$ cat src/hw/irq_seq_pkg.sv
package irq_seq_pkg;

   // ****************************************************************
   // Register map
   // ****************************************************************
   localparam logic [7:0]  ADDR_PEND   = 8'h00;
   localparam logic [7:0]  ADDR_LEVEL  = 8'h04;
   localparam logic [7:0]  ADDR_TBASE  = 8'h08;
   localparam logic [7:0]  ADDR_STAT   = 8'h0C;
   localparam logic [7:0]  ADDR_MASK   = 8'h10;
   localparam logic [7:0]  ADDR_STATE  = 8'h14;

   // ****************************************************************
   // Reset values and fields
   // ****************************************************************
   localparam logic [31:0] TBASE_RST   = 32'h0000_0000;
   localparam logic        STACK_RST   = 1'h0;
   localparam int          LVL_W       = 3;
   localparam int          STAT_W      = 4;
   localparam int          STAT_ACC    = 0;
   localparam int          STAT_SWI    = 1;
   localparam int          STAT_BRKF   = 2;
   localparam int          STAT_RET    = 3;
   localparam logic [7:0]  SWI_LOW_MAX = 8'h7F;
   localparam logic [7:0]  BRK_ALL_ONE = 8'hFF;
   localparam logic [1:0]  RESP_OKAY   = 2'h0;
   localparam logic [1:0]  RESP_SLVERR = 2'h2;

   // ****************************************************************
   // Sequencer states and accepted kinds
   // ****************************************************************
   typedef enum logic [2:0] {
      ST_IDLE  = 3'b001,
      ST_FETCH = 3'b010,
      ST_JUMP  = 3'b100
   } seq_e;

   typedef enum logic [1:0] {
      K_WDT = 2'h0,
      K_SW  = 2'h1,
      K_PER = 2'h2
   } kind_e;

endpackage : irq_seq_pkg

$ cat src/hw/interrupt_request_sequencer.sv
// Function
// - Software interrupts 0..127 save the stack-select flag, then clear it to use INTERRUPT_STACK_POINTER.
// - Return from a low-range software interrupt restores the saved stack-select flag.
// - Software interrupts 128..255 leave the stack-select flag untouched.
// - Vectors are four bytes; acceptance jumps to the address read from the vector.
// - Break with byte FFh at FFFFFE7h vectors through relocatable entry zero.
// - A source request sets its pending flag, held until acceptance or a software zero write.
// - Acceptance and the vector jump clear the pending flag automatically.
// - Software writing zero to a pending flag clears it.
// - Each peripheral source has a programmable three-bit request level.
// - Among equal-level pending requests, the higher fixed hardware priority wins.
// - Reset and watchdog priorities are fixed; reset ranks above everything.
`timescale 1ns/1ns
module interrupt_request_sequencer #(
   parameter int          NSRC    = 8,
   parameter logic [7:0]  PER_NUM = 8'h10,
   parameter logic [31:0] WDT_VEC = 32'h0FFF_FFF0,
   parameter logic [31:0] BRK_VEC = 32'h0FFF_FFE4
) (
   // Clock and reset
   input  wire logic                CLK,
   input  wire logic                RST,
   // Request sources
   input  wire logic [NSRC-1:0]     SRC_REQ,
   input  wire logic                WDT_REQ,
   // CPU side
   input  wire logic                SWI_REQ,
   input  wire logic [7:0]          SWI_NUM,
   input  wire logic                BRK_EXEC,
   input  wire logic [7:0]          BRK_BYTE,
   input  wire logic                CPU_RET,
   input  wire logic [2:0]          CPU_IPL,
   input  wire logic                CPU_IEN,
   output logic                     VEC_RD,
   output logic [31:0]              VEC_ADDR,
   input  wire logic                VEC_VALID,
   input  wire logic [31:0]         VEC_DATA,
   output logic                     JUMP,
   output logic [31:0]              JUMP_ADDR,
   output logic                     STACK_SEL,
   output logic                     BUSY,
   output logic                     IRQ,
   // AXI4-Lite slave
   input  wire logic [7:0]          AWADDR,
   input  wire logic                AWVALID,
   output logic                     AWREADY,
   input  wire logic [31:0]         WDATA,
   input  wire logic [3:0]          WSTRB,
   input  wire logic                WVALID,
   output logic                     WREADY,
   output logic [1:0]               BRESP,
   output logic                     BVALID,
   input  wire logic                BREADY,
   input  wire logic [7:0]          ARADDR,
   input  wire logic                ARVALID,
   output logic                     ARREADY,
   output logic [31:0]              RDATA,
   output logic [1:0]               RRESP,
   output logic                     RVALID,
   input  wire logic                RREADY
);

   // ****************************************************************
   // State
   // ****************************************************************
   typedef struct packed {
      irq_seq_pkg::seq_e                   st;
      irq_seq_pkg::kind_e                  kind;
      logic [7:0]                          cur;
      logic [NSRC-1:0]                     pend;
      logic                                wdt_pend;
      logic [NSRC*irq_seq_pkg::LVL_W-1:0]  lvl;
      logic [31:0]                         tbase;
      logic [irq_seq_pkg::STAT_W-1:0]      stat;
      logic [irq_seq_pkg::STAT_W-1:0]      mask;
      logic                                stack_sel;
      logic                                saved;
      logic                                saved_ok;
      logic                                vec_rd;
      logic [31:0]                         vec_addr;
      logic                                jump;
      logic [31:0]                         jump_addr;
      logic                                busy;
      logic                                irq;
      logic                                awready;
      logic                                aw_have;
      logic [7:0]                          aw_addr;
      logic                                wready;
      logic                                w_have;
      logic [31:0]                         w_data;
      logic [3:0]                          w_strb;
      logic                                bvalid;
      logic [1:0]                          bresp;
      logic                                arready;
      logic                                rvalid;
      logic [31:0]                         rdata;
      logic [1:0]                          rresp;
   } state_s;

   state_s                          q;
   state_s                          d;
   logic                            per_ok;
   logic [7:0]                      per_idx;
   logic                            tie_ok;

   // ****************************************************************
   // Helpers
   // ****************************************************************
   function automatic logic [2:0] lvl_of(input logic [NSRC*irq_seq_pkg::LVL_W-1:0] l,
                                         input int i);
      lvl_of = l[i*irq_seq_pkg::LVL_W +: irq_seq_pkg::LVL_W];
   endfunction : lvl_of

   function automatic logic [31:0] vec_of(input logic [31:0] base, input logic [7:0] n);
      vec_of = base + {22'h0, n, 2'h0};
   endfunction : vec_of

   function automatic logic mapped(input logic [7:0] a);
      mapped = (a == irq_seq_pkg::ADDR_PEND) || (a == irq_seq_pkg::ADDR_LEVEL) ||
               (a == irq_seq_pkg::ADDR_TBASE) || (a == irq_seq_pkg::ADDR_STAT) ||
               (a == irq_seq_pkg::ADDR_MASK) || (a == irq_seq_pkg::ADDR_STATE);
   endfunction : mapped

   // ****************************************************************
   // Next state
   // ****************************************************************
   always_comb
   begin
      logic [31:0]                    bm;
      logic [31:0]                    wv;
      logic [NSRC-1:0]                sw_clr;
      logic [NSRC-1:0]                acc_clr;
      logic [irq_seq_pkg::STAT_W-1:0] ev;
      logic [irq_seq_pkg::STAT_W-1:0] w1c;
      logic [2:0]                     best;
      bm      = {{8{q.w_strb[3]}}, {8{q.w_strb[2]}}, {8{q.w_strb[1]}}, {8{q.w_strb[0]}}};
      wv      = q.w_data;
      sw_clr  = '0;
      acc_clr = '0;
      ev      = '0;
      w1c     = '0;
      best    = '0;
      per_ok  = 1'b0;
      per_idx = '0;
      tie_ok  = 1'b1;
      d       = q;
      // Eligible peripheral with the highest level; lower index wins ties.
      for (int i = 0; i < NSRC; i++)
      begin
         if (q.pend[i] && CPU_IEN && (lvl_of(q.lvl, i) > CPU_IPL) &&
             (!per_ok || lvl_of(q.lvl, i) > best))
         begin
            per_ok  = 1'b1;
            per_idx = 8'(i);
            best    = lvl_of(q.lvl, i);
         end
      end
      for (int i = 0; i < NSRC; i++)
      begin
         if (q.pend[i] && CPU_IEN && lvl_of(q.lvl, i) == best && 8'(i) < per_idx)
         begin
            tie_ok = 1'b0;
         end
      end
      // AXI write channels are taken independently, then applied together.
      if (AWVALID && q.awready)
      begin
         d.aw_have = 1'b1;
         d.aw_addr = AWADDR;
         d.awready = 1'b0;
      end
      if (WVALID && q.wready)
      begin
         d.w_have = 1'b1;
         d.w_data = WDATA;
         d.w_strb = WSTRB;
         d.wready = 1'b0;
      end
      if (q.aw_have && q.w_have && !q.bvalid)
      begin
         d.aw_have = 1'b0;
         d.w_have  = 1'b0;
         d.bvalid  = 1'b1;
         d.bresp   = mapped(q.aw_addr) ? irq_seq_pkg::RESP_OKAY : irq_seq_pkg::RESP_SLVERR;
         case (q.aw_addr)
            irq_seq_pkg::ADDR_PEND:  sw_clr = bm[NSRC-1:0] & ~wv[NSRC-1:0];
            irq_seq_pkg::ADDR_LEVEL: d.lvl = (q.lvl & ~bm[NSRC*3-1:0]) |
                                             (wv[NSRC*3-1:0] & bm[NSRC*3-1:0]);
            irq_seq_pkg::ADDR_TBASE: d.tbase = (q.tbase & ~bm) | (wv & bm);
            irq_seq_pkg::ADDR_STAT:  w1c = bm[3:0] & wv[3:0];
            irq_seq_pkg::ADDR_MASK:  d.mask = (q.mask & ~bm[3:0]) | (wv[3:0] & bm[3:0]);
            irq_seq_pkg::ADDR_STATE: d.stack_sel = bm[0] ? wv[0] : q.stack_sel;
            default: ;
         endcase
      end
      if (q.bvalid && BREADY)
      begin
         d.bvalid  = 1'b0;
         d.awready = 1'b1;
         d.wready  = 1'b1;
      end
      if (ARVALID && q.arready)
      begin
         d.arready = 1'b0;
         d.rvalid  = 1'b1;
         d.rresp   = mapped(ARADDR) ? irq_seq_pkg::RESP_OKAY : irq_seq_pkg::RESP_SLVERR;
         case (ARADDR)
            irq_seq_pkg::ADDR_PEND:  d.rdata = 32'(q.pend);
            irq_seq_pkg::ADDR_LEVEL: d.rdata = 32'(q.lvl);
            irq_seq_pkg::ADDR_TBASE: d.rdata = q.tbase;
            irq_seq_pkg::ADDR_STAT:  d.rdata = 32'(q.stat);
            irq_seq_pkg::ADDR_MASK:  d.rdata = 32'(q.mask);
            irq_seq_pkg::ADDR_STATE: d.rdata = {16'h0, q.cur, 5'h0, q.busy, q.saved_ok,
                                                q.stack_sel};
            default:                 d.rdata = 32'h0000_0000;
         endcase
      end
      if (q.rvalid && RREADY)
      begin
         d.rvalid  = 1'b0;
         d.arready = 1'b1;
      end
      // Sequencer. Software and break requests are ignored while busy.
      case (q.st)
         irq_seq_pkg::ST_IDLE:
         begin
            if (q.wdt_pend)
            begin
               d.st       = irq_seq_pkg::ST_FETCH;
               d.kind     = irq_seq_pkg::K_WDT;
               d.vec_rd   = 1'b1;
               d.vec_addr = WDT_VEC;
            end
            else if (SWI_REQ)
            begin
               d.st       = irq_seq_pkg::ST_FETCH;
               d.kind     = irq_seq_pkg::K_SW;
               d.cur      = SWI_NUM;
               d.vec_rd   = 1'b1;
               d.vec_addr = vec_of(q.tbase, SWI_NUM);
               ev[irq_seq_pkg::STAT_SWI] = 1'b1;
               if (SWI_NUM <= irq_seq_pkg::SWI_LOW_MAX)
               begin
                  d.saved     = q.stack_sel;
                  d.saved_ok  = 1'b1;
                  d.stack_sel = 1'b0;
               end
            end
            else if (BRK_EXEC)
            begin
               d.st       = irq_seq_pkg::ST_FETCH;
               d.kind     = irq_seq_pkg::K_SW;
               d.cur      = 8'h00;
               d.vec_rd   = 1'b1;
               d.vec_addr = BRK_VEC;
               if (BRK_BYTE == irq_seq_pkg::BRK_ALL_ONE)
               begin
                  d.vec_addr = vec_of(q.tbase, 8'h00);
                  ev[irq_seq_pkg::STAT_BRKF] = 1'b1;
               end
            end
            else if (per_ok)
            begin
               d.st       = irq_seq_pkg::ST_FETCH;
               d.kind     = irq_seq_pkg::K_PER;
               d.cur      = per_idx;
               d.vec_rd   = 1'b1;
               d.vec_addr = vec_of(q.tbase, PER_NUM + per_idx);
            end
         end
         irq_seq_pkg::ST_FETCH:
         begin
            if (VEC_VALID)
            begin
               d.st        = irq_seq_pkg::ST_JUMP;
               d.vec_rd    = 1'b0;
               d.jump      = 1'b1;
               d.jump_addr = VEC_DATA;
               ev[irq_seq_pkg::STAT_ACC] = 1'b1;
               if (q.kind == irq_seq_pkg::K_PER)
               begin
                  acc_clr[q.cur[$clog2(NSRC)-1:0]] = 1'b1;
               end
               if (q.kind == irq_seq_pkg::K_WDT)
               begin
                  d.wdt_pend = 1'b0;
               end
            end
         end
         irq_seq_pkg::ST_JUMP:
         begin
            d.st   = irq_seq_pkg::ST_IDLE;
            d.jump = 1'b0;
         end
         default:
         begin
            d.st     = irq_seq_pkg::ST_IDLE;
            d.vec_rd = 1'b0;
            d.jump   = 1'b0;
         end
      endcase
      if (CPU_RET && q.saved_ok)
      begin
         d.stack_sel = q.saved;
         d.saved_ok  = 1'b0;
         ev[irq_seq_pkg::STAT_RET] = 1'b1;
      end
      // A request arriving in a clearing cycle wins over the clear.
      d.pend     = (q.pend & ~sw_clr & ~acc_clr) | SRC_REQ;
      d.wdt_pend = d.wdt_pend | WDT_REQ;
      d.stat     = (q.stat & ~w1c) | ev;
      d.busy     = (d.st != irq_seq_pkg::ST_IDLE);
      d.irq      = |(d.stat & d.mask);
   end

   // Reset clears everything first, so it outranks every source.
   always_ff @(posedge CLK or posedge RST)
   begin
      if (RST)
      begin
         q           <= '0;
         q.st        <= irq_seq_pkg::ST_IDLE;
         q.tbase     <= irq_seq_pkg::TBASE_RST;
         q.stack_sel <= irq_seq_pkg::STACK_RST;
         q.awready   <= 1'b1;
         q.wready    <= 1'b1;
         q.arready   <= 1'b1;
      end
      else
      begin
         q <= d;
      end
   end

   assign VEC_RD    = q.vec_rd;
   assign VEC_ADDR  = q.vec_addr;
   assign JUMP      = q.jump;
   assign JUMP_ADDR = q.jump_addr;
   assign STACK_SEL = q.stack_sel;
   assign BUSY      = q.busy;
   assign IRQ       = q.irq;
   assign AWREADY   = q.awready;
   assign WREADY    = q.wready;
   assign BVALID    = q.bvalid;
   assign BRESP     = q.bresp;
   assign ARREADY   = q.arready;
   assign RVALID    = q.rvalid;
   assign RDATA     = q.rdata;
   assign RRESP     = q.rresp;
endmodule : interrupt_request_sequencer

$ cat config.mk
export PLATFORM = sky130hd
export DESIGN_NAME = interrupt_request_sequencer
export DESIGN_NICKNAME = d
export VERILOG_FILES = /design/src/hw/irq_seq_pkg.sv /design/src/hw/interrupt_request_sequencer.sv
export SDC_FILE = /design/constraint.sdc
export NUM_CORES = 1
export LEC_CHECK = 0
export BUFFER_PORTS_ARGS = -buffer_cell sky130_fd_sc_hd__buf_4
export CAP_MARGIN = 20
export CELL_PAD_IN_SITES_DETAIL_PLACEMENT = 2
export CELL_PAD_IN_SITES_GLOBAL_PLACEMENT = 2
export CORE_MARGIN = 2
export CORE_UTILIZATION = 40
export CTS_BUF_LIST = sky130_fd_sc_hd__clkbuf_4
export DETAILED_ROUTE_END_ITERATION = 16
export GPL_TIMING_DRIVEN = 0
export HOLD_SLACK_MARGIN = 0.15
export MAX_ROUTING_LAYER = met4
export PLACE_DENSITY = 0.95
export SYNTH_ARGS = -nofsm -noshare
export SYNTH_HDL_FRONTEND = slang
export SYNTH_SLANG_ARGS = --single-unit
$ cat constraint.sdc
create_clock -name CLK -period 18.97 [get_ports CLK]
set_clock_uncertainty 0.15 [all_clocks]
set_input_delay 0.9485 -clock CLK [delete_from_list [all_inputs] [get_ports CLK]]
set_output_delay 0.9485 -clock CLK [all_outputs]
set_load 0.02 [all_outputs]
# Word-level counts from Yosys, hierarchy flattened
# Cells that the tools add are included.
[word_totals]
register_bits = 244
in_bits = 124
out_inout_bits = 110
word_cells = 260
[op_classes]
add_sub_neg = 3
order_cmp = 18
eq_ne = 19
muxes = 81
n_bitwise = 27
n_reduce_logical = 81
[op_table]
columns = ["cell", "n"]
rows = [
  ["one-hot mux 32 bit (6 select lines)", 1],
  ["2-to-1 mux 33 bit", 5],
  ["2-to-1 mux 8 bit", 11],
  ["adder 32 x 10 -> 32 bit", 2],
  ["AND 32 bit", 2],
  ["AND 24 bit", 2],
  ["greater-than comparator 3 bit", 15],
  ["2-to-1 mux 13 bit", 3],
  ["2-to-1 mux 3 bit", 13],
  ["2-to-1 mux 38 bit", 1],
  ["2-to-1 mux 36 bit", 1],
  ["equality test 8 x 4 -> 1 bit, second input constant", 4],
  ["equality test 8 x 5 -> 1 bit, second input constant", 4],
  ["logical AND 1 bit", 32],
  ["2-to-1 mux 32 bit", 1],
  ["inverter 32 bit", 1],
  ["bitwise OR 32 bit", 1],
  ["2-to-1 mux 1 bit", 30],
  ["AND 8 bit", 3],
  ["inverter 24 bit", 1],
  ["inverter 8 bit", 3],
  ["bitwise OR 24 bit", 1],
  ["nonzero test 2 bit", 9],
  ["logical OR 1 bit", 17],
  ["other kinds (37)", 66],
]

# Logic depth before layout (Yosys ltp)
[logic_depth]
ltp_word = 38
ltp_mapped = 70
depth_no_buf = 67

# Worst setup path after synthesis
# Ideal clock, no wire load.
[synth_timing]
kind = "input to register"
startpoint = "input port CPU_IPL[2]"
endpoint = "register q (netlist bit VEC_ADDR[25])"
setup_time_ns = 0.126
arrival_time_ns = 12.452
t_required_ns = 18.694
path_slack_ns = 6.242
stages = 67
n_path_buf = 2
cell_sequence = "inv_1 ha_1 o211ai_1 a31oi_1 and2_1 buf_2 nand2_1 ha_1 nor2b_1 o21a_1 o21ai_0 a21oi_1 a22oi_1 ha_1 nor2b_1 o21ai_0 a32oi_1 a21oi_1 [31 not listed] a21boi_0 o2bb2ai_1 ha_1 nor2b_1 o21a_1 o211ai_1 o21ai_0 nand2b_1 o21bai_1 ha_1 a21o_1 a31o_2 and4_1 nor2b_1 nor2_1 o21ai_0 o31ai_1 o32a_1"
[synth_between]
elab_chain_len = 37
elab_cells_between_ends = 74
classes_between = "add/sub: 2; order compare: 15; mux: 26; reduce/logical: 31"
[synth_lines]
columns = ["element", "line_no", "source"]
rows = [
  ["start: declaration", "interrupt_request_sequencer.sv:32", "input wire logic [2:0] CPU_IPL,"],
  ["greater-than comparator 3 bit", "interrupt_request_sequencer.sv:150", "if (q.pend[i] && CPU_IEN && (lvl_of(q.lvl, i) > CPU_IPL) &&"],
  ["logical AND 1 bit", "interrupt_request_sequencer.sv:150", ""],
  ["2-to-1 mux 3 bit / 2-to-1 mux 1 bit (equally long branches)", "interrupt_request_sequencer.sv:150", ""],
  ["greater-than comparator 3 bit / logical NOT 1 bit (equally long branches)", "interrupt_request_sequencer.sv:151", "(!per_ok || lvl_of(q.lvl, i) > best))"],
  ["logical OR 1 bit", "interrupt_request_sequencer.sv:151", ""],
  ["logical AND 1 bit", "interrupt_request_sequencer.sv:150", ""],
  ["2-to-1 mux 3 bit / 2-to-1 mux 1 bit (equally long branches)", "interrupt_request_sequencer.sv:150", ""],
  ["greater-than comparator 3 bit / logical NOT 1 bit (equally long branches)", "interrupt_request_sequencer.sv:151", ""],
  ["[21 not listed]", "--", ""],
  ["logical AND 1 bit", "interrupt_request_sequencer.sv:150", ""],
  ["2-to-1 mux 8 bit", "interrupt_request_sequencer.sv:150", ""],
  ["adder 5 x 8 -> 8 bit", "interrupt_request_sequencer.sv:268", "d.vec_addr = vec_of(q.tbase, PER_NUM + per_idx);"],
  ["adder 32 x 10 -> 32 bit", "interrupt_request_sequencer.sv:115", "vec_of = base + {22'h0, n, 2'h0};"],
  ["2-to-1 mux 33 bit", "interrupt_request_sequencer.sv:262", "else if (per_ok)"],
  ["2-to-1 mux 33 bit", "interrupt_request_sequencer.sv:249", "else if (BRK_EXEC)"],
  ["2-to-1 mux 33 bit", "interrupt_request_sequencer.sv:234", "else if (SWI_REQ)"],
  ["2-to-1 mux 33 bit", "interrupt_request_sequencer.sv:227", "if (q.wdt_pend)"],
  ["end: declaration", "interrupt_request_sequencer.sv:100", "state_s q;"],
]
# Parallel ways exist; a longest one is shown, timed or not. The select of a mux whose other input is x is not followed.
# A chain may end at the register's enable or synchronous reset.

==> out/summary.txt <==
Outcome = complete, no violations
Post-Syn Area per Cell = 10.2 um^2
Clock share of power = 27.1%
Setup TNS = 0 ns
Max-slew violation count = 0
Largest net degree at the start of global routing = 97
Grt total ovfl = 0
Drt drc = 0
Most frequent cell on the critical path = ha_1
Reg power frac = 38.7%
Top cells by count, synth = 238 x dfrtp_1, 144 x mux2_2, 110 x nand2_1
Post-synth EDFFs = 0
Antenna violations before repair = 3
Worst-case clock buffer depth = 3
Synth Cell Area = 13700 um^2
Inserted Clock Buffers = 71
Total track usage = 36.6%
Hpwl dp = 42.4 mm
H-tree Lvls = 3
Power Density = 124 nW/um^2
Switching Power = 805 uW
CP Data Required Time = 19.47 ns
CP max stage delay = 0.58 ns
Register area share after synthesis = 44.4%
Cells on worst reg2reg path = 66
TritonCTS clock tree = done
Worst hold stages = 2
Gpl congestion = 0.909
Vias in the first global route = 15100
Area leader, netlist = dfrtp_1
Unrepaired setup endpoints after global routing = false
Critical Path AT = 16.18 ns
Clock Latency Late Sink = 0.83 ns
Share of layout cells above drive strength 1 = 36.5%
Setup Buffers After CTS = 0
Int Power = 1290 uW
Vias/cell = 6.10
Final setup fails = 0
Reg-to-reg endpoint = VEC_ADDR[19]
GR met1 Demand/Resource = 39.0%
CTS root buf = clkbuf_4
Yosys cell types = 76
DIE AREA = 35700 um^2
Cells after Synth = 1337
Least-Margin Pin Slew = 1.08 ns
Initial DRC count = 1061
Met2 usage = 63.3%
Via count = 13100
Die width = 189 um
Die H = 189 um
Worst relative slew slack = 27.5%
CP Class = reg2reg
GRT met3 Usage = 8.79%
Top cell type's share of synthesized area = 43.6%
Clk slew on worst S/H paths = 0.08 ns
Fmax achieved = 63.8 MHz
Combinational power share = 34.2%
Leakage = 0.00786 uW
Worst hold path startpoint = SRC_REQ[3]
# clock sinks = 242
CP Capture Type = flip-flop
Main synth FF type = dfrtp_1
CP max FO = 10
Sequential cell area = 6060 um^2
WL per Instance = 29.4 um
Post-synth ARST share = 100%
Worst reg2reg setup slack = 3.29 ns
First-pass detailed-route iteration total = 8
Net Sw Frac = 38.4%
Footprint of the multi-input gates = 6490 um^2
Main area contributors after synthesis = dfrtp_1 44%, mux2_2 12%, buf_4 5.5%, ha_1 5.1%, o21ai_0 3.3%
Placeable Area = 33600 um^2
CTS resizes = 0
Hold_buf cts = 1
Critical path's slowest cell = nor2b_1
Most common cell in the netlist = dfrtp_1
Worst setup SP type = flip-flop
NumNets Final = 1824
Fin crit period = 15.68 ns
Max cap viols = 0
Seq cells post-synth = 242
Area Overhead vs Synth = 24.2%
Min-Delay Path Class = in2reg
Routed WL = 63.1 mm
Num rows = 67
Worst hold slack = 0.187 ns
First-pass GRT wire length = 95.0 mm
Fill count = 3459
Port Buffers = 226
I/O pin count = 234
Hold Crit Endpoint = q[226]
Most Crowded Layer GR = met2
Antenna Violating Nets Remaining = 0
Starting density of the core = 40.7%
Period utilisation layout = 82.7%
Final-report hold violation count = 0
Ys Warns = 0
Peak VDD IR = 0.0755 mV
==> power groups by stage <==
stage / Sequential, uW / Combinational [uW] / Clock, uW
2_1_floorplan: 741 / 442 / 0
3_3_place_gp: 781 / 635 / 0
3_5_place_dp: 801 / 685 / 0
4_1_cts: 804 / 715 / 576
5_1_grt: 820 / 760 / 600
6_report: 811 / 718 / 569
==> cells in the final DEF, fill, tap and decap left out, types with 10 or more instances in the layout <==
master	netlist	layout
buf_4	100	326
dfrtp_1	238	238
mux2_2	144	144
nand2_1	110	110
clkbuf_4	0	109
o21ai_0	89	89
nor2_1	78	78
clkbuf_1	56	56
ha_1	56	56
a21oi_1	49	49
nor3_1	34	34
inv_1	34	33
a21o_1	24	24
a22o_1	21	21
nand3_1	18	18
nor2b_1	17	17
o31ai_1	16	16
a22oi_1	16	16
a31oi_1	14	14
nand2b_1	14	14
a211oi_1	12	12
nand4_1	11	11
o21a_1	10	10
and3_1	10	10
o32a_1	10	10
==> kinds of logic after synthesis <==
logic type	synth area share, %
simple gates	12.2
compound gates	16.7
flops	44.4
buf+inv	8.20
mux	12.5
fa+ha+maj	5.42
xor+xnor	0.641
other cells	0.0274
==> worst max-delay path: cells and delay by family, from the launching register on <==
family | cells | cell delay (ns)
buffers and inverters | 3 | 0.52
AND/OR/NAND/NOR | 17 | 3.15
AO/OA/AOI/OAI | 37 | 8.36
adder cells (fa/ha/maj) | 9 | 2.82
flip-flops | 1 | 0.50
==> layout make-up <==
type | instances | area share, %
antenna | 3 | 0.0442
buffer | 163 | 5.85
clock buffer | 109 | 4.82
clock inverter | 14 | 0.826
inverter | 34 | 0.796
multi-input combinational | 899 | 38.2
sequential | 242 | 35.7
tap | 448 | 3.30
timing repair buffer | 231 | 10.4
==> routing by layer <==
| layer | part of all wire, % | vias up |
|---|---|---|
| li1 | - | 5415 |
| met1 | 36 | 6628 |
| met2 | 51 | 768 |
| met3 | 7.7 | 251 |
| met4 | 5.1 | 0 |
| met5 | 0 | - |
==> through the flow <==
step           std cells  total power, uW  cell area, um^2  utilization [%]  setup slack [ns]
2_1_floorplan       1338             1180            13700                -              6.24
3_3_place_gp        2012             1420            15900             47.4              4.14
3_5_place_dp        2014             1490            16000             47.6              3.28
4_1_cts             2138             2100            17000             50.4              3.57
5_1_grt             2143             2180            17000             50.5              2.28
6_report            2143             2100            17000             50.5              3.29
==> worst max-delay path by stage <==
stage / start / endpoint / slack [ns] / cells after the start
floorplan: CPU_IPL[2] / VEC_ADDR[25] / 6.24 / 67
global placement: CPU_IPL[1] / VEC_ADDR[25] / 4.14 / 67
detailed placement: CPU_IPL[2] / VEC_ADDR[25] / 3.28 / 68
CTS: CPU_IPL[2] / VEC_ADDR[23] / 3.57 / 68
global route: CPU_IPL[2] / VEC_ADDR[23] / 2.28 / 69
finish: flip-flop / VEC_ADDR[19] / 3.29 / 66
Note: power is estimated with default switching activity, not from simulation.
